### config.mk
export PLATFORM = sky130hd
export DESIGN_NAME = ecpp_port
export DESIGN_NICKNAME = d
export VERILOG_FILES = /design/src/hdl/ecpp_pkg.sv /design/src/hdl/ecpp_fifo.sv /design/src/hdl/ecpp_port.sv
export SDC_FILE = /design/constraint.sdc
export NUM_CORES = 1
export LEC_CHECK = 0
export ABC_AREA = 1
export BUFFER_PORTS_ARGS = -buffer_cell sky130_fd_sc_hd__buf_2
export CORE_MARGIN = 4
export CORE_UTILIZATION = 60
export CTS_CLUSTER_DIAMETER = 30
export DETAILED_ROUTE_END_ITERATION = 10
export GPL_TIMING_DRIVEN = 0
export PLACE_DENSITY = 0.79
export SYNTH_ARGS = -nofsm -noshare
export SYNTH_HDL_FRONTEND = slang
export SYNTH_HIERARCHICAL = 1
export SYNTH_SLANG_ARGS = --single-unit
### constraint.sdc
create_clock -name clk -period 7.8 [get_ports clk]
set_input_delay 0.78 -clock clk [delete_from_list [all_inputs] [get_ports clk]]
set_output_delay 0.78 -clock clk [all_outputs]
set_load 0.02 [all_outputs]
### src/hdl/ecpp_pkg.sv
// package of the extended parallel port register block: offsets, fields, reset values, types
// assumes a host register port with byte-wide data and one clock domain
`default_nettype none
package ecpp_pkg;

   // ********************************************
   // register offsets (port address, 11 bits)
   // ********************************************
   localparam logic [10:0] OFS_DATA   = 11'h000;
   localparam logic [10:0] OFS_STATUS = 11'h001;
   localparam logic [10:0] OFS_CTRL   = 11'h002;
   localparam logic [10:0] OFS_FIFO   = 11'h400;
   localparam logic [10:0] OFS_CFGB   = 11'h401;
   localparam logic [10:0] OFS_EXTCTL = 11'h402;
   localparam logic [10:0] OFS_THRESH = 11'h403;

   // ********************************************
   // fixed values and reset values
   // ********************************************
   localparam logic [7:0] CFGA_VALUE      = 8'h10;
   localparam logic [7:0] CTRL_RESET      = 8'h00;
   localparam logic [2:0] CFGB_IRQ_RESET  = 3'h0;
   localparam logic [2:0] CFGB_LOW_ONES   = 3'h7;
   localparam logic [1:0] CTRL_HIGH_ONES  = 2'h3;
   localparam logic [2:0] STATUS_LOW_ONES = 3'h7;
   localparam logic [3:0] FREE_THR_RESET  = 4'h8;
   localparam logic [3:0] FILL_THR_RESET  = 4'h8;

   // ********************************************
   // field positions
   // ********************************************
   localparam int CTRL_DIR_BIT   = 5;
   localparam int CTRL_ACKIE_BIT = 4;
   localparam int CTRL_SELIN_BIT = 3;
   localparam int CTRL_INIT_BIT  = 2;
   localparam int CTRL_AFD_BIT   = 1;
   localparam int CTRL_STB_BIT   = 0;
   localparam int EXT_FAULTB_BIT = 4;
   localparam int EXT_TRANSFER_REQUEST_ENABLE_BIT  = 3;
   localparam int EXT_SVC_BIT    = 2;

   // ********************************************
   // fifo shape
   // ********************************************
   localparam int FIFO_DEPTH = 16;
   localparam int FIFO_AW    = 4;

   typedef enum logic [2:0] {
      MODE_SPP  = 3'h0,
      MODE_PS2  = 3'h1,
      MODE_PFIFO = 3'h2,
      MODE_ECP  = 3'h3,
      MODE_EPP  = 3'h4,
      MODE_RSVD = 3'h5,
      MODE_TEST = 3'h6,
      MODE_CFG  = 3'h7
   } ecpp_mode_t;

   // host register port request
   typedef struct packed {
      logic [10:0] addr;
      logic [7:0]  wdata;
      logic        wr;
      logic        rd;
   } ecpp_req_t;

   // peripheral inputs
   typedef struct packed {
      logic busy;
      logic ackN;
      logic paperError;
      logic select;
      logic faultN;
   } ecpp_pins_in_t;

   // peripheral control outputs
   typedef struct packed {
      logic strobeN;
      logic autoFeedN;
      logic initN;
      logic selectInN;
   } ecpp_pins_out_t;

   // fifo entry: tag high marks an address/run-length byte
   typedef struct packed {
      logic       tag;
      logic [7:0] data;
   } ecpp_entry_t;

   // link handshake states, gray along the forward path
   typedef enum logic [1:0] {
      LK_IDLE   = 2'b00,
      LK_SETUP  = 2'b01,
      LK_STROBE = 2'b11,
      LK_WAIT   = 2'b10
   } ecpp_link_t;

endpackage
`default_nettype wire

### src/hdl/ecpp_fifo.sv
// common sixteen-entry fifo of the port, tagged entries
// assumes one clock; caller never pushes when full nor pops when empty
`default_nettype none
module ecpp_fifo (
   input  wire logic                 clk,
   input  wire logic                 reset_n,
   input  wire logic                 flush,
   input  wire logic                 push,
   input  wire ecpp_pkg::ecpp_entry_t pushData,
   input  wire logic                 pop,
   output ecpp_pkg::ecpp_entry_t      headData,
   output logic [4:0]                count,
   output logic                      full,
   output logic                      empty
);
   import ecpp_pkg::*;

   typedef struct packed {
      logic [FIFO_AW-1:0] wp;
      logic [FIFO_AW-1:0] rp;
      logic [4:0]         cnt;
   } ecpp_fifo_st_t;

   ecpp_fifo_st_t st_r;
   ecpp_fifo_st_t st_nxt;
   ecpp_entry_t   mem [FIFO_DEPTH];

   always_comb begin
      st_nxt = st_r;
      if (flush) begin
         st_nxt = '0;
      end else begin
         if (push) st_nxt.wp = st_r.wp + 4'h1;
         if (pop) st_nxt.rp = st_r.rp + 4'h1;
         if (push && !pop) st_nxt.cnt = st_r.cnt + 5'h01;
         else if (pop && !push) st_nxt.cnt = st_r.cnt - 5'h01;
      end
   end

   always_ff @(posedge clk or negedge reset_n) begin
      if (!reset_n) st_r <= '0;
      else st_r <= st_nxt;
   end

   always_ff @(posedge clk) begin
      if (push && !flush) mem[st_r.wp] <= pushData;
   end

   assign headData = mem[st_r.rp];
   assign count    = st_r.cnt;
   assign full     = (st_r.cnt == 5'h10);
   assign empty    = (st_r.cnt == 5'h00);
endmodule
`default_nettype wire

### src/hdl/ecpp_port.sv
// register set, mode control and link handshakes of the extended parallel port
// assumes host register port synchronous to clk; peripheral pins synchronised upstream
`default_nettype none

// Functional notes
// - address-count port queues tagged bytes, forward only
// - status reads inverted busy, four inputs, ones
// - direction ignored in modes 000, 010
// - acknowledge rising edge interrupts when enabled
// - control bits drive select, init, feed, strobe
// - parallel-fifo mode sends bytes by printer handshake
// - forward ecp mode sends fifo bytes automatically
// - reverse ecp mode receives peripheral bytes into fifo
// - test mode fifo never transmitted to peripheral; pdOut here carries the last popped byte
// - config A reads constant 10h
// - config B bit7 zero, low bits one
// - config B bit6 shows irq line level
// - config B irq select field, default 000
// - mode field read-write; mode 000 clears fifo
// - mode 001 tristates data when direction bit set, reads live lines
// - address and data bytes share fifo in order
// - mode 111 exposes config registers at 400,401
// - fault falling edge interrupt in mode 011 unless blocked
// - transfer request enable gates dma requests
// - service flag set by events, software clears
// - service events: terminal count, thresholds
// - shared sixteen-byte fifo with full, empty bits
module ecpp_port (
   input  wire logic                   clk,
   input  wire logic                   reset_n,
   input  wire ecpp_pkg::ecpp_req_t    hostReq,
   output logic [7:0]                  hostRdata,
   input  wire ecpp_pkg::ecpp_pins_in_t pinsIn,
   output ecpp_pkg::ecpp_pins_out_t    pinsOut,
   input  wire logic [7:0]             pdIn,
   output logic [7:0]                  pdOut,
   output logic                        pdOe,
   input  wire logic                   dmaAck,
   input  wire logic                   dmaTc,
   output logic                        dmaReq,
   output logic                        irqOut,
   input  wire logic                   irqLineLevel
);
   import ecpp_pkg::*;

   // ********************************************
   // state
   // ********************************************
   typedef struct packed {
      logic [7:0]  dataLatch;
      logic [7:0]  ctrl;
      ecpp_mode_t  mode;
      logic        faultBlock;
      logic        xferReqEnable;
      logic        serviceFlag;
      logic [2:0]  irqSelect;
      logic [3:0]  freeThr;
      logic [3:0]  fillThr;
      logic [7:0]  rdata;
      logic [7:0]  lastPop;
      ecpp_link_t  link;
      logic        linkTag;
      logic        ackPrev;
      logic        faultPrev;
      logic        irq;
   } ecpp_state_t;

   ecpp_state_t st_r;
   ecpp_state_t st_nxt;

   ecpp_entry_t fifoHead;
   ecpp_entry_t fifoIn;
   logic [4:0]  fifoCount;
   logic        fifoFull;
   logic        fifoEmpty;
   logic        fifoPush;
   logic        fifoPop;
   logic        fifoFlush;
   logic        dirIn;
   logic        fifoMode;
   logic        fwdXfer;
   logic        revXfer;
   logic        hostFifoWr;
   logic        hostFifoRd;
   logic        linkPop;
   logic        linkPush;
   logic        svcEvent;
   logic [4:0]  freeSpace;
   logic [7:0]  statusVal;
   logic [7:0]  ctrlRead;
   logic [7:0]  cfgbRead;
   logic [7:0]  extRead;

   ecpp_fifo u_fifo (
      .clk      (clk),
      .reset_n  (reset_n),
      .flush    (fifoFlush),
      .push     (fifoPush),
      .pushData (fifoIn),
      .pop      (fifoPop),
      .headData (fifoHead),
      .count    (fifoCount),
      .full     (fifoFull),
      .empty    (fifoEmpty)
   );

   // ********************************************
   // derived controls
   // ********************************************
   always_comb begin
      dirIn = st_r.ctrl[CTRL_DIR_BIT]
              && !(st_r.mode == MODE_SPP || st_r.mode == MODE_PFIFO);
      fifoMode = (st_r.mode == MODE_PFIFO) || (st_r.mode == MODE_ECP)
                 || (st_r.mode == MODE_TEST);
      fwdXfer = ((st_r.mode == MODE_PFIFO) || (st_r.mode == MODE_ECP && !dirIn));
      revXfer = (st_r.mode == MODE_ECP) && dirIn;
      freeSpace = 5'h10 - fifoCount;
      statusVal = {!pinsIn.busy, pinsIn.ackN, pinsIn.paperError, pinsIn.select,
                   pinsIn.faultN, STATUS_LOW_ONES};
      ctrlRead  = {CTRL_HIGH_ONES, st_r.ctrl[5:0]};
      cfgbRead  = {1'b0, irqLineLevel, st_r.irqSelect, CFGB_LOW_ONES};
      extRead   = {st_r.mode, st_r.faultBlock, st_r.xferReqEnable, st_r.serviceFlag,
                   fifoFull, fifoEmpty};
   end

   // host and dma access to the fifo window; dma direction follows the port direction
   always_comb begin
      hostFifoWr = 1'b0;
      hostFifoRd = 1'b0;
      fifoIn     = '{tag: 1'b0, data: hostReq.wdata};
      if (hostReq.wr && hostReq.addr == OFS_FIFO && fifoMode && !dirIn)
         hostFifoWr = 1'b1;
      if (hostReq.wr && hostReq.addr == OFS_DATA && st_r.mode == MODE_ECP && !dirIn) begin
         hostFifoWr = 1'b1;
         fifoIn.tag = 1'b1;
      end
      if (st_r.mode == MODE_TEST && hostReq.wr && hostReq.addr == OFS_FIFO)
         hostFifoWr = 1'b1;
      if (dmaAck && fifoMode && !dirIn)
         hostFifoWr = 1'b1;
      if (hostReq.rd && hostReq.addr == OFS_FIFO && (revXfer || st_r.mode == MODE_TEST))
         hostFifoRd = 1'b1;
      if (dmaAck && (revXfer || (st_r.mode == MODE_TEST && dirIn)))
         hostFifoRd = 1'b1;
      if (revXfer) fifoIn.data = pdIn;
      if (revXfer) fifoIn.tag = !pinsIn.busy;
   end

   // ********************************************
   // link handshake and fifo pointers
   // ********************************************
   always_comb begin
      linkPop  = fwdXfer && st_r.link == LK_WAIT && !pinsIn.busy;
      linkPush = revXfer && st_r.link == LK_STROBE && !pinsIn.ackN;
      fifoFlush = (st_r.mode == MODE_SPP) || (st_r.mode == MODE_PS2);
      fifoPush = ((hostFifoWr && !revXfer) || linkPush) && !fifoFull;
      fifoPop  = (hostFifoRd || linkPop) && !fifoEmpty;
   end

   always_comb begin
      svcEvent = 1'b0;
      if (fifoMode && !st_r.serviceFlag) begin
         if (st_r.xferReqEnable) svcEvent = dmaTc;
         else if (!dirIn) svcEvent = (freeSpace >= {1'b0, st_r.freeThr});
         else svcEvent = (fifoCount >= {1'b0, st_r.fillThr});
      end
   end

   // ********************************************
   // next state
   // ********************************************
   always_comb begin
      st_nxt = st_r;
      st_nxt.ackPrev   = pinsIn.ackN;
      st_nxt.faultPrev = pinsIn.faultN;
      st_nxt.irq       = 1'b0;
      // acknowledge interrupt on rising edge
      if (st_r.ctrl[CTRL_ACKIE_BIT] && pinsIn.ackN && !st_r.ackPrev)
         st_nxt.irq = 1'b1;
      // fault edge, also when the block bit is released while fault is low
      if (st_r.mode == MODE_ECP && !st_r.faultBlock && !pinsIn.faultN && st_r.faultPrev)
         st_nxt.irq = 1'b1;
      if (st_r.mode == MODE_ECP && st_r.faultBlock && !pinsIn.faultN
          && hostReq.wr && hostReq.addr == OFS_EXTCTL && !hostReq.wdata[EXT_FAULTB_BIT])
         st_nxt.irq = 1'b1;
      if (svcEvent && !st_r.xferReqEnable)
         st_nxt.irq = 1'b1;

      // forward link: setup, strobe low, wait for busy release
      unique case (st_r.link)
         LK_IDLE: begin
            if (fwdXfer && !fifoEmpty && !pinsIn.busy) st_nxt.link = LK_SETUP;
            else if (revXfer && !fifoFull) st_nxt.link = LK_STROBE;
         end
         LK_SETUP: begin
            st_nxt.link = LK_STROBE;
            st_nxt.linkTag = fifoHead.tag;
         end
         LK_STROBE: begin
            if (fwdXfer && pinsIn.busy) st_nxt.link = LK_WAIT;
            else if (linkPush) st_nxt.link = LK_WAIT;
            else if (!fwdXfer && !revXfer) st_nxt.link = LK_IDLE;
         end
         LK_WAIT: begin
            if (revXfer ? pinsIn.ackN : !pinsIn.busy) st_nxt.link = LK_IDLE;
            else if (!fwdXfer && !revXfer) st_nxt.link = LK_IDLE;
         end
      endcase

      // register writes
      if (hostReq.wr) begin
         unique case (hostReq.addr)
            OFS_DATA:   if (st_r.mode == MODE_SPP || st_r.mode == MODE_PS2)
                           st_nxt.dataLatch = hostReq.wdata;
            OFS_CTRL:   st_nxt.ctrl = {2'h0, hostReq.wdata[5:0]};
            OFS_CFGB:   if (st_r.mode == MODE_CFG)
                           st_nxt.irqSelect = hostReq.wdata[5:3];
            OFS_EXTCTL: begin
               st_nxt.mode          = ecpp_mode_t'(hostReq.wdata[7:5]);
               st_nxt.faultBlock    = hostReq.wdata[EXT_FAULTB_BIT];
               st_nxt.xferReqEnable = hostReq.wdata[EXT_TRANSFER_REQUEST_ENABLE_BIT];
               st_nxt.serviceFlag   = hostReq.wdata[EXT_SVC_BIT];
            end
            OFS_THRESH: begin
               st_nxt.freeThr = hostReq.wdata[7:4];
               st_nxt.fillThr = hostReq.wdata[3:0];
            end
            default: ;
         endcase
      end
      if (svcEvent) st_nxt.serviceFlag = 1'b1;

      if (fifoPop) st_nxt.lastPop = fifoHead.data;

      // register reads, answered next cycle
      st_nxt.rdata = 8'h00;
      if (hostReq.rd) begin
         unique case (hostReq.addr)
            OFS_DATA:   st_nxt.rdata = (st_r.mode == MODE_PS2) ? pdIn
                                       : st_r.dataLatch;
            OFS_STATUS: st_nxt.rdata = statusVal;
            OFS_CTRL:   st_nxt.rdata = ctrlRead;
            OFS_FIFO:   st_nxt.rdata = (st_r.mode == MODE_CFG) ? CFGA_VALUE
                                       : (fifoEmpty ? 8'h00 : fifoHead.data);
            OFS_CFGB:   st_nxt.rdata = (st_r.mode == MODE_CFG) ? cfgbRead : 8'h00;
            OFS_EXTCTL: st_nxt.rdata = extRead;
            OFS_THRESH: st_nxt.rdata = {st_r.freeThr, st_r.fillThr};
            default:    st_nxt.rdata = 8'h00;
         endcase
      end
   end

   always_ff @(posedge clk or negedge reset_n) begin
      if (!reset_n) begin
         st_r <= '{dataLatch: 8'h00, ctrl: CTRL_RESET, mode: MODE_SPP, faultBlock: 1'b0,
                  xferReqEnable: 1'b0, serviceFlag: 1'b0, irqSelect: CFGB_IRQ_RESET,
                  freeThr: FREE_THR_RESET, fillThr: FILL_THR_RESET, rdata: 8'h00,
                  lastPop: 8'h00, link: LK_IDLE, linkTag: 1'b0, ackPrev: 1'b1,
                  faultPrev: 1'b1, irq: 1'b0};
      end else begin
         st_r <= st_nxt;
      end
   end

   // ********************************************
   // outputs
   // ********************************************
   always_comb begin
      hostRdata = st_r.rdata;
      irqOut    = st_r.irq;
      dmaReq    = st_r.xferReqEnable && !st_r.serviceFlag && fifoMode
                  && (dirIn ? !fifoEmpty : !fifoFull);
      pdOe      = !dirIn;
      pdOut     = st_r.dataLatch;
      if (fwdXfer) pdOut = fifoHead.data;
      else if (st_r.mode == MODE_TEST) pdOut = st_r.lastPop;
      pinsOut.selectInN = !st_r.ctrl[CTRL_SELIN_BIT];
      pinsOut.initN     = st_r.ctrl[CTRL_INIT_BIT];
      pinsOut.autoFeedN = !st_r.ctrl[CTRL_AFD_BIT];
      pinsOut.strobeN   = !st_r.ctrl[CTRL_STB_BIT];
      if (fwdXfer) begin
         pinsOut.strobeN = !(st_r.link == LK_STROBE);
         if (st_r.mode == MODE_ECP) pinsOut.autoFeedN = !st_r.linkTag;
      end
      if (revXfer) pinsOut.autoFeedN = !(st_r.link == LK_STROBE);
   end
endmodule
`default_nettype wire

After elaboration in Yosys (flattened, before gate mapping)

Memories as Yosys holds them, arrays and structs flattened.
Cells that the tools add are included.

Flip-flop bits (word level): 66
Latch bits: 0
RAM bits: 144
Memory bits (read-only): 0
Output and inout bits: 23
Memories: 1

Add/sub/neg operators: 5
Multiply operators: 0
Divide/modulo/power cells: 0
Magnitude comparators: 2
Eq/ne operators: 16
Shift operators: 0
Muxes and demuxes: 49
Bitwise operators: 0
Reduce and logical (&&, ||, !) cells: 93

Memory list:

| name       | words | width | rd ports | clocked after memory_dff | wr ports | RTL line        | source |
|---|---|---|---|---|---|---|---|
| u_fifo.mem | 16    | 9     | 1        | 0                        | 1        | ecpp_fifo.sv:26 | `ecpp_entry_t mem [FIFO_DEPTH];` |

Operator list:

| operator               | count |
|---|---|
| $mux W8                | 8 |
| $pmux W8 S7            | 1 |
| $logic_and A1 B1 Y1    | 47 |
| $eq A11 B11 Y1 const B | 4 |
| $mux W1                | 23 |
| $logic_not A1 Y1       | 22 |
| $mux W2                | 7 |
| $mux W13               | 1 |
| $mux W12               | 1 |
| $eq A11 B1 Y1 const B  | 1 |
| $eq A11 B2 Y1 const B  | 1 |
| $logic_not A11 Y1      | 1 |
| $ge A5 B4 Y1           | 2 |
| $mux W5                | 2 |
| $logic_or A1 B1 Y1     | 9 |
| $add A4 B1 Y4 const B  | 2 |
| $mux W4                | 2 |
| $pmux W2 S4            | 1 |
| $reduce_and A2 Y1      | 4 |
| $reduce_bool A2 Y1     | 4 |
| $mux W7                | 1 |
| $eq A3 B2 Y1 const B   | 2 |
| $eq A3 B3 Y1 const B   | 2 |
| $mux W3                | 2 |
| 13 further kinds       | 15 |

Longest topological paths before layout

Gate-level depths: netlist (run 1).

Depth after elaboration: 18
Mapped depth: 17

Modules after synthesis

The synthesis (run 1) kept the hierarchy.

By module, submodules not included:

| module    | times used | cells each | area an instance (um^2) |
|---|---|---|---|
| ecpp_fifo | 1          | 697        | 7129.3 |
| ecpp_port | 1          | 512        | 3651.0 |

Least setup slack after synthesis (run 1)

No wires, ideal clock.

Path kind: in2reg
From: input port hostReq[17] (netlist name)
To: memory u_fifo/mem[0][0] (netlist name) (enable)
Setup time: 0.374 ns
Arrival time: 2.477 ns
Data required time: 7.426 ns
Slack: 4.949 ns
Stages: 12
Cells stage by stage: nor2_1 nand2_2 nor2_8 buf_2 nand3_1 nand4_1 nand2_1 inv_1 inv_1 nor2_1 nand2_1 nor2_1

Cells in the longest elaborated chain, start to end: 14

Ends and longest elaborated chain:

| item                              | RTL line                           | source |
|---|---|---|
| start: declaration                | ecpp_port.sv:31                    | `input wire ecpp_pkg::ecpp_req_t hostReq,` |
| $eq A11 B11 Y1                    | ecpp_port.sv:131, ecpp_port.sv:137 |  |
| $logic_and A1 B1 Y1 (3 in a row)  | ecpp_port.sv:131                   | `if (hostReq.wr && hostReq.addr == OFS_FIFO && fifoMode && !dirIn)` |
| $mux W1                           | ecpp_port.sv:131                   |  |
| $mux W1                           | ecpp_port.sv:133                   | `if (hostReq.wr && hostReq.addr == OFS_DATA && st_r.mode == MODE_ECP && !dirIn) begin` |
| $mux W1 (*)                       | ecpp_port.sv:137                   | `if (st_r.mode == MODE_TEST && hostReq.wr && hostReq.addr == OFS_FIFO)` |
| $mux W1 (*)                       | ecpp_port.sv:139                   | `if (dmaAck && fifoMode && !dirIn)` |
| $logic_and A1 B1 Y1 (*)           | ecpp_port.sv:156                   | `fifoPush = ((hostFifoWr && !revXfer) \|\| linkPush) && !fifoFull;` |
| $logic_or A1 B1 Y1 (*)            | ecpp_port.sv:156                   |  |
| $logic_and A1 B1 Y1 (*)           | ecpp_port.sv:156                   |  |
| named net fifoPush                | ecpp_port.sv:76                    | `logic fifoPush;` |
| $logic_and A1 B1 Y1 (*)           | ecpp_fifo.sv:46                    | `if (push && !flush) mem[st_r.wp] <= pushData;` |
| $mux W1 (*)                       | ecpp_fifo.sv:46                    |  |
| $mux W1 (not written as such) (*) | ecpp_fifo.sv:46                    |  |
| end: declaration                  | ecpp_fifo.sv:26                    |  |

Mark *: on every way through the listed nets, which the timed path passes. The rest lies on a longest branch.

Worst setup path after layout (run 1)

From: register st_r, in the netlist extRead[6]
To: memory u_fifo/mem[6][1] (netlist name) (enable)

Cells in the longest elaborated chain, start to end: 16

Ends and longest elaborated chain:

| item                                             | RTL line                                             | source |
|---|---|---|
| start: declaration                               | ecpp_port.sv:68                                      | `ecpp_state_t st_r;` |
| start signal: assignment                         | ecpp_port.sv:255                                     | `st_r <= '{dataLatch: 8'h00, ctrl: CTRL_RESET, mode: MODE_SPP, faultBlock: 1'b0,` |
| start signal: assignment                         | ecpp_port.sv:261                                     | `st_r <= st_nxt;` |
| $eq A3 B2 Y1 or $logic_not A3 Y1 (tied branches) | ecpp_port.sv:112, ecpp_port.sv:113                   |  |
| $logic_or A1 B1 Y1                               | ecpp_port.sv:112                                     | `&& !(st_r.mode == MODE_SPP \|\| st_r.mode == MODE_PFIFO);` |
| $logic_not A1 Y1                                 | ecpp_port.sv:112                                     |  |
| $logic_and A1 B1 Y1                              | ecpp_port.sv:112                                     |  |
| $logic_not A1 Y1                                 | ecpp_port.sv:131, ecpp_port.sv:133, ecpp_port.sv:139 |  |
| $logic_and A1 B1 Y1                              | ecpp_port.sv:131                                     |  |
| $mux W1                                          | ecpp_port.sv:131                                     |  |
| $mux W1                                          | ecpp_port.sv:133                                     |  |
| $mux W1                                          | ecpp_port.sv:137                                     |  |
| $mux W1                                          | ecpp_port.sv:139                                     |  |
| $logic_and A1 B1 Y1                              | ecpp_port.sv:156                                     |  |
| $logic_or A1 B1 Y1 (*)                           | ecpp_port.sv:156                                     |  |
| $logic_and A1 B1 Y1 (*)                          | ecpp_port.sv:156                                     |  |
| named net fifoPush                               | ecpp_port.sv:76                                      |  |
| $logic_and A1 B1 Y1 (*)                          | ecpp_fifo.sv:46                                      |  |
| $mux W1 (*)                                      | ecpp_fifo.sv:46                                      |  |
| $mux W1 (not written as such) (*)                | ecpp_fifo.sv:46                                      |  |

Marked as above.

==> flow_summary.json, run 1 <==
{
  "ys.flop_type": "edfxtp_1",
  "cts_tree": "built",
  "postRouteAntennaNets": 0,
  "final_layout_size_suffix_gt1_share_pct": 18.2,
  "stdcell_count": 1579,
  "clock_path_buffers": 3,
  "synth-edff-count": 144,
  "holdCritPathClass": "input port to async pin",
  "clkTransAtPathRegs_ns": 0.05,
  "areaGrowthSynthToFinish_pct": 19.3,
  "leakage_nw": 5.96,
  "cp_max_fo": 10,
  "path_class": "register to register",
  "ys_ff_latch": 210,
  "dieArea_um2": 20200,
  "io_pins": 62,
  "finalNetCount": 1379,
  "cp-end-kind": "register",
  "cts_max_level": 2,
  "p_per_area_nw_per_um2": 239,
  "cp.required_ns": 7.95,
  "critical_path_arrival_ns": 3.59,
  "rows": 48,
  "overflow": 0,
  "grt_max_degree": 67,
  "cts_buffers": 42,
  "num_vias": 9198,
  "grt_pass1_wl_mm": 47.8,
  "finClkSkew_ns": 0.0203,
  "synthArstFlopShare_pct": 31.4,
  "max_freq_mhz": 290,
  "gp_congestion": 0.946,
  "clk-insertion-delay-late_ns": 0.53,
  "place.port_buffers": 61,
  "postCtsSetupBuffers": 0,
  "hpwl_mm": 20.8,
  "post-route-drc-count": 0,
  "worstMarginPinSlew_ns": 1.05,
  "placed_cells": 1502,
  "min_period_ns": 3.44,
  "power_w": 0.00307,
  "grt_pass1_vias": 8815,
  "synth_nets": 1267,
  "synth-seq-area-share_pct": 55.5,
  "dr.first_iter.drc_count": 1405,
  "hold_viol_final": 0,
  "core-area_um2": 17500,
  "fill_cells": 1226,
  "antenna_found_initial": 1,
  "drv_cap": 0,
  "r2r_setup_slack_ns": 4.36,
  "vdd_drop_max_uv": 228,
  "avgSynthCellArea_um2": 8.92,
  "vias_per_cell": 5.83,
  "drt_wl_total_mm": 30.8,
  "status": "finished, final reports clean",
  "drtPass1Iterations": 6,
  "post-route-period-util_pct": 44.2,
  "tns_ns": 0,
  "relSlewSlack_pct": 29.8,
  "die_y_um": 142,
  "antennaDiodeCount": 0,
  "synthCells": 1209,
  "maxSlewViolCount": 0,
  "start_util_pct": 61.7,
  "ctsResizeCount": 0,
  "grt.total_usage_pct": 30.8,
  "yosysUniqueCellTypes": 50,
  "rsz0062_at_grt": "no",
  "ctsHoldBuffers": 0,
  "startpoint_type": "register",
  "setup_viol": 0,
  "yosys_warnings": 6,
  "die_w_um": 142,
  "routedWlPerCell_um": 19.5,
  "clkSinkCount": 210,
  "cts_root_buf": "clkbuf_16",
  "syn_area_um2": 10800
}
## worst max-delay path: stages, from the launching register on
cell and delay (ns):
dfrtp_1 0.30, buf_2 0.21, buf_2 0.27, nand2_1 0.17, nor3_1 0.22, nand3_1 0.09
nand4_1 0.12, nand2_1 0.12, inv_1 0.22, inv_1 0.07, nor2_1 0.27, nand2_1 0.20
nor2_1 0.80
## worst paths after layout
kind | startpoint | end | cells after the start
max | extRead[6]$_DFFE_PN0P_ | u_fifo/mem[6][1]$_DFFE_PP_ | 12
max reg2reg | extRead[6]$_DFFE_PN0P_ | u_fifo/mem[6][1]$_DFFE_PP_ | 12
min reg2reg | st_r[52]$_DFFE_PN0P_ | st_r[52]$_DFFE_PN0P_ | 2
min | reset_n | extRead[4]$_DFFE_PN0P_ | 1
min in group clk | pinsIn[3] | st_r[2]$_DFF_PN1_ | 1
max in group asynchronous | reset_n | extRead[7]$_DFFE_PN0P_ | 1
## cells in the final DEF, fill, tap and decap left out, types with 2 or more instances in the layout
master	n
a211oi_1	2
a21oi_1	16
a31oi_1	5
buf_1	2
buf_2	80
buf_4	28
buf_6	11
bufinv_16	4
clkbuf_1	12
clkbuf_16	42
clkbuf_8	5
clkinv_1	4
clkinv_2	6
clkinvlp_4	5
dfrtp_1	62
dfstp_2	4
edfxtp_1	144
ha_1	18
inv_1	182
inv_16	2
inv_2	6
nand2_1	351
nand2_2	9
nand3_1	157
nand3_2	10
nand3b_1	2
nand4_1	14
nor2_1	66
nor2_2	6
nor2_4	3
nor2_8	2
nor3_1	3
o211ai_1	5
o21ai_0	34
o21ai_1	17
o21ai_2	10
o22ai_1	2
xor2_1	3
## layout make-up
cell class              count  area (um2)  area share, %
clock buffers              55        1150           8.94
multi-input cells         751        3700           28.7
inverters                 190         716           5.56
well taps                 225         282           2.19
repair buffers             68         379           2.95
clock inverters            22         264           2.05
plain buffers              58         398           3.09
flip-flops and latches    210        5980           46.5
## synthesized netlist by cell type (2+ instances only)
cell type | n | area [um2]
a211oi_1 | 2 | 15.0
a21oi_1 | 16 | 80.1
a31oi_1 | 5 | 31.3
buf_1 | 2 | 7.51
buf_2 | 20 | 100
buf_4 | 25 | 188
buf_6 | 6 | 67.6
clkbuf_1 | 4 | 15.0
dfrtp_1 | 62 | 1550
dfstp_2 | 4 | 105
edfxtp_1 | 144 | 4320
ha_1 | 18 | 225
inv_1 | 182 | 683
inv_2 | 6 | 22.5
nand2_1 | 351 | 1320
nand2_2 | 9 | 56.3
nand3_1 | 157 | 786
nand3_2 | 10 | 100
nand3b_1 | 2 | 15.0
nand4_1 | 14 | 87.6
nor2_1 | 66 | 248
nor2_2 | 6 | 37.5
nor2_4 | 3 | 33.8
nor2_8 | 2 | 40.0
nor3_1 | 3 | 15.0
o211ai_1 | 5 | 37.5
o21ai_0 | 43 | 215
o21ai_1 | 11 | 55.1
o21ai_2 | 7 | 61.3
o22ai_1 | 2 | 12.5
xor2_1 | 3 | 26.3
## cell families (layout without fill, tap and decap cells)
logic type               count (synthesis)  in the layout  synth area share, %
AO/OA/AOI/OAI                           99             99                 5.49
XOR/XNOR                                 4              4                0.325
AND/OR/NAND/NOR                        628            628                 26.0
flip-flops                             210            210                 55.5
buffers and inverters                  248            393                 10.3
adder cells (fa/ha/maj)                 19             19                 2.27
multiplexers                             1              1                0.104
## flip-flops by register name, summed over array words and instances (netlist names)
signal and cells:
pinsOut 1, extRead 6, u_fifo/count 5, st_r 29, ctrlRead 5, u_fifo/st_r 8, cfgbRead 3, u_fifo/mem 144
irqOut 1, hostRdata 8
## through the flow
stage	hold WS, ns	utilization, %	setup slack, ns	instance area, um2
2_1_floorplan	0.453	-	4.95	10800
3_3_place_gp	0.471	65.0	4.07	11400
3_5_place_dp	0.476	65.5	3.98	11500
4_1_cts	0.376	73.6	4.41	12900
5_1_grt	0.378	73.6	4.00	12900
6_report	0.373	73.6	4.36	12900
## routing by layer
metal	part of all wire [%]	track usage, %
met5	0.036	0
met2	46	48.5
met3	13	7.22
met4	3.5	11.1
met1	38	42.3
## power by group
part	internal (W)	total, W	switching, W
clock network	0.00117	0.00176	0.000585
registers	0.00121	0.00121	0.00000774
logic	0.0000307	0.000100	0.0000693
total	0.00241	0.00307	0.000662
No activity file was read; power rests on OpenSTA's default activity.
==> run 2, diff against run 1 <==
--- a/config.mk
+++ b/config.mk
@@ -5,7 +5,7 @@
 export SDC_FILE = /design/constraint.sdc
 export NUM_CORES = 1
 export LEC_CHECK = 0
-export ABC_AREA = 1
+export ABC_AREA = 0
 export BUFFER_PORTS_ARGS = -buffer_cell sky130_fd_sc_hd__buf_2
 export CORE_MARGIN = 4
 export CORE_UTILIZATION = 60
==> constraint.sdc (replaced) <==
create_clock -name clk -period 3.6 [get_ports clk]
set_input_delay 0.36 -clock clk [delete_from_list [all_inputs] [get_ports clk]]
set_output_delay 0.36 -clock clk [all_outputs]
set_load 0.02 [all_outputs]
==> run 2 against run 1 <==
- the flow now finishes with violations (hold timing, setup timing)
- sequential power rose by 110%
- cell area fell by 8.4%
- core utilization grew 0.052 points
- combinational power up 39%
- hold slack worse by 0.40 ns
- register-to-register slack got worse by 4.4 ns
- setup slack got worse by 4.4 ns
- power is 97% higher
- global-route usage fell by 1.6 points
- sequential share of layout area up 4.3 points
- critical path type unchanged
==> flow_summary.json, run 2 <==
{
  "ys_ff_latch": 210,
  "vdd_drop_max_uv": 422,
  "routedWlPerCell_um": 25.3,
  "worstMarginPinSlew_ns": 1.17,
  "core-area_um2": 16000,
  "cts_root_buf": "clkbuf_16",
  "place.port_buffers": 59,
  "reg2reg_from": "extRead[7]$_DFFE_PN0P_",
  "avgSynthCellArea_um2": 14.2,
  "synth_commonest_cells": "144 x edfxtp_1, 62 x dfrtp_1, 50 x mux2_2, 48 x nand2_1, 42 x nor2_1",
  "finalNetCount": 854,
  "dieArea_um2": 18500,
  "antenna_found_initial": 0,
  "max_flop_register": "u_fifo/mem",
  "critPathSlowestCell": "nor2_1",
  "grt_pass1_vias": 6839,
  "ys.flop_type": "edfxtp_1",
  "status": "complete, but fails checks",
  "p_per_area_nw_per_um2": 514,
  "clk-insertion-delay-late_ns": 0.51,
  "num_vias": 6821,
  "yosys_warnings": 6,
  "route.met2.wl_mm": 13.0,
  "clkSinkCount": 210,
  "wl_met1_mm": 9.64,
  "max_stage_delay_ns": 0.92,
  "clock_path_buffers": 3,
  "post-route-period-util_pct": 101,
  "grt_pass1_wl_mm": 40.2,
  "hold_viol_final": 18,
  "min_period_ns": 3.64,
  "holdCritPathClass": "input port to async pin",
  "mostFrequentLayoutCells": "144 x edfxtp_1, 67 x buf_2, 60 x dfrtp_1",
  "synth_area_leaders": "edfxtp_1 44%, dfrtp_1 16%, mux4_2 8.2%",
  "maxSlewViolCount": 0,
  "violations": "hold timing, setup timing",
  "post-route-util_pct": 73.7,
  "top_regs": "u_fifo/mem: 144 flops, st_r: 29 flops",
  "grt.total_usage_pct": 29.2,
  "areaGrowthSynthToFinish_pct": 19.7,
  "worst_r2r_path_depth": 7,
  "tns_ns": -0.498,
  "grt_max_degree": 67,
  "synth-edff-count": 144,
  "die_w_um": 136,
  "max_freq_mhz": 275,
  "syn_area_um2": 9850,
  "startpoint_type": "register",
  "path_class": "register to register",
  "vias_per_cell": 6.56,
  "io_pins": 62,
  "rsz0062_at_grt": "yes",
  "yosysUniqueCellTypes": 63,
  "critPathBufInv": 2,
  "drtPass1Iterations": 8,
  "critical_path_arrival_ns": 3.76,
  "crit_chain": "clkbuf_1 -> o21ai_1 -> a22oi_1 -> o32ai_1 -> clkbuf_1 -> nand3_1 -> nor2_1",
  "dr.first_iter.drc_count": 671,
  "synth-seq-area-share_pct": 60.7,
  "overflow": 0,
  "post-route-drc-count": 0,
  "synth_nets": 750,
  "postRouteAntennaNets": 0,
  "cts_max_level": 2,
  "rows": 46,
  "synthArstFlopShare_pct": 31.4,
  "cp_max_fo": 10,
  "finClkSkew_ns": 0.0278,
  "relSlewSlack_pct": 21.7,
  "hold_ws_ns": -0.0289,
  "die_y_um": 136,
  "setup_viol": 15,
  "start_util_pct": 61.5,
  "drv_cap": 0,
  "cp_top_family": "simple AND/OR/NAND/NOR gates",
  "cp-end-kind": "register",
  "gp_congestion": 0.967,
  "yosysMostFrequentCell": "edfxtp_1",
  "r2r_setup_slack_ns": -0.04,
  "synth_top_area_cell": "edfxtp_1",
  "top_layer_used": "met4",
  "final_common_cell": "edfxtp_1",
  "synth_top_cell_area_share_pct": 43.9,
  "leakage_nw": 4.46,
  "cts_buffers": 37,
  "cts_tree": "built",
  "clkTransAtPathRegs_ns": 0.06,
  "antennaDiodeCount": 0,
  "fill_cells": 1019,
  "synthCells": 692,
  "final_layout_size_suffix_gt1_share_pct": 33.4,
  "setup_slack_ns": -0.0405,
  "rr_endpoint": "u_fifo/mem[15][2]$_DFFE_PP_",
  "cp.required_ns": 3.72,
  "hpwl_mm": 16.8,
  "cpMostUsedCell": "clkbuf_1",
  "drt_wl_total_mm": 26.3,
  "largest_reg_flops": 144,
  "met3_length_mm": 2.83
}
-- run 2: worst reg2reg max path, stage by stage (launching register included) --
cell and delay, ns:
dfrtp_1 0.42, clkbuf_1 0.28, o21ai_1 0.50, a22oi_1 0.19, o32ai_1 0.28, clkbuf_1 0.46
nand3_1 0.22, nor2_1 0.92
-- run 2: timing repair --
item                                   CTS  global route
setup endpoints to repair               47           142
resized for setup                       10             9
pin swaps                                0             2
cloned                                   0             0
setup buffers                            0             4
hold buffers                             1             0
endpoints found under the hold margin    1             0
-- run 2: metal layers --
| metal | global-route usage (%) | vias up |
|---|---|---|
| met2 | 47.1 | 470 |
| met3 | 5.18 | 102 |
| met4 | 9.97 | 0 |
| met5 | 0 | - |
| li1 | - | 2858 |
| met1 | 40.8 | 3391 |
-- run 2: per-stage QoR --
stage / cell area (um2) / std cells / hold WS, ns / setup WS (ns) / total power, W
floorplan: 9850 / 692 / 0.0644 / 0.284 / 0.00269
global placement: 10400 / 967 / 0.487 / -0.664 / 0.00277
detailed placement: 10500 / 968 / 0.495 / -0.593 / 0.00277
CTS: 11700 / 1036 / 0.00894 / 0.0376 / 0.00608
global route: 11800 / 1040 / 0.0349 / -0.147 / 0.00622
finish: 11800 / 1040 / -0.0289 / -0.0405 / 0.00606
-- run 2: layout make-up --
class                   count  area, um2  share of cell area [%]
clock inverters            28        258                    2.19
clock buffers              39        943                    8.00
plain buffers              48        279                    2.37
inverters                  21       82.6                   0.701
multi-input cells         413       3610                    30.7
repair buffers             65        358                    3.04
well taps                 216        270                    2.29
flip-flops and latches    210       5980                    50.8
-- run 2: worst max path at each step --
stage / end / from / slack (ns) / cells after the start
2_1_floorplan: u_fifo/mem[0][0]$_DFFE_PP_ / hostReq[10] / 0.28 / 10
3_3_place_gp: u_fifo/mem[3][8]$_DFFE_PP_ / hostReq[15] / -0.66 / 11
3_5_place_dp: u_fifo/mem[10][4]$_DFFE_PP_ / hostReq[15] / -0.59 / 10
4_1_cts: u_fifo/mem[0][3]$_DFFE_PP_ / extRead[6]$_DFFE_PN0P_ / 0.04 / 7
5_1_grt: u_fifo/mem[15][3]$_DFFE_PP_ / extRead[7]$_DFFE_PN0P_ / -0.15 / 7
6_report: u_fifo/mem[15][2]$_DFFE_PP_ / extRead[7]$_DFFE_PN0P_ / -0.04 / 7
-- run 2: cells by family (layout without fill, tap and decap cells) --
| group | Yosys count | count (layout) | share of synthesized area, % |
|---|---|---|---|
| buf+inv | 69 | 201 | 3.56 |
| fa+ha+maj | 19 | 19 | 2.49 |
| mux | 108 | 108 | 16.2 |
| flops | 210 | 210 | 60.7 |
| compound gates | 96 | 96 | 6.54 |
| simple gates | 179 | 179 | 9.48 |
| xor+xnor | 11 | 11 | 0.978 |
-- run 2: power breakdown --
part	internal, W	total (W)	switching, W	leakage, nW
Clock	0.00208	0.00332	0.00124	0.569
Combinational	0.0000384	0.000139	0.000101	1.66
Sequential	0.00259	0.00259	0.00000291	2.24
Total	0.00471	0.00606	0.00134	4.46
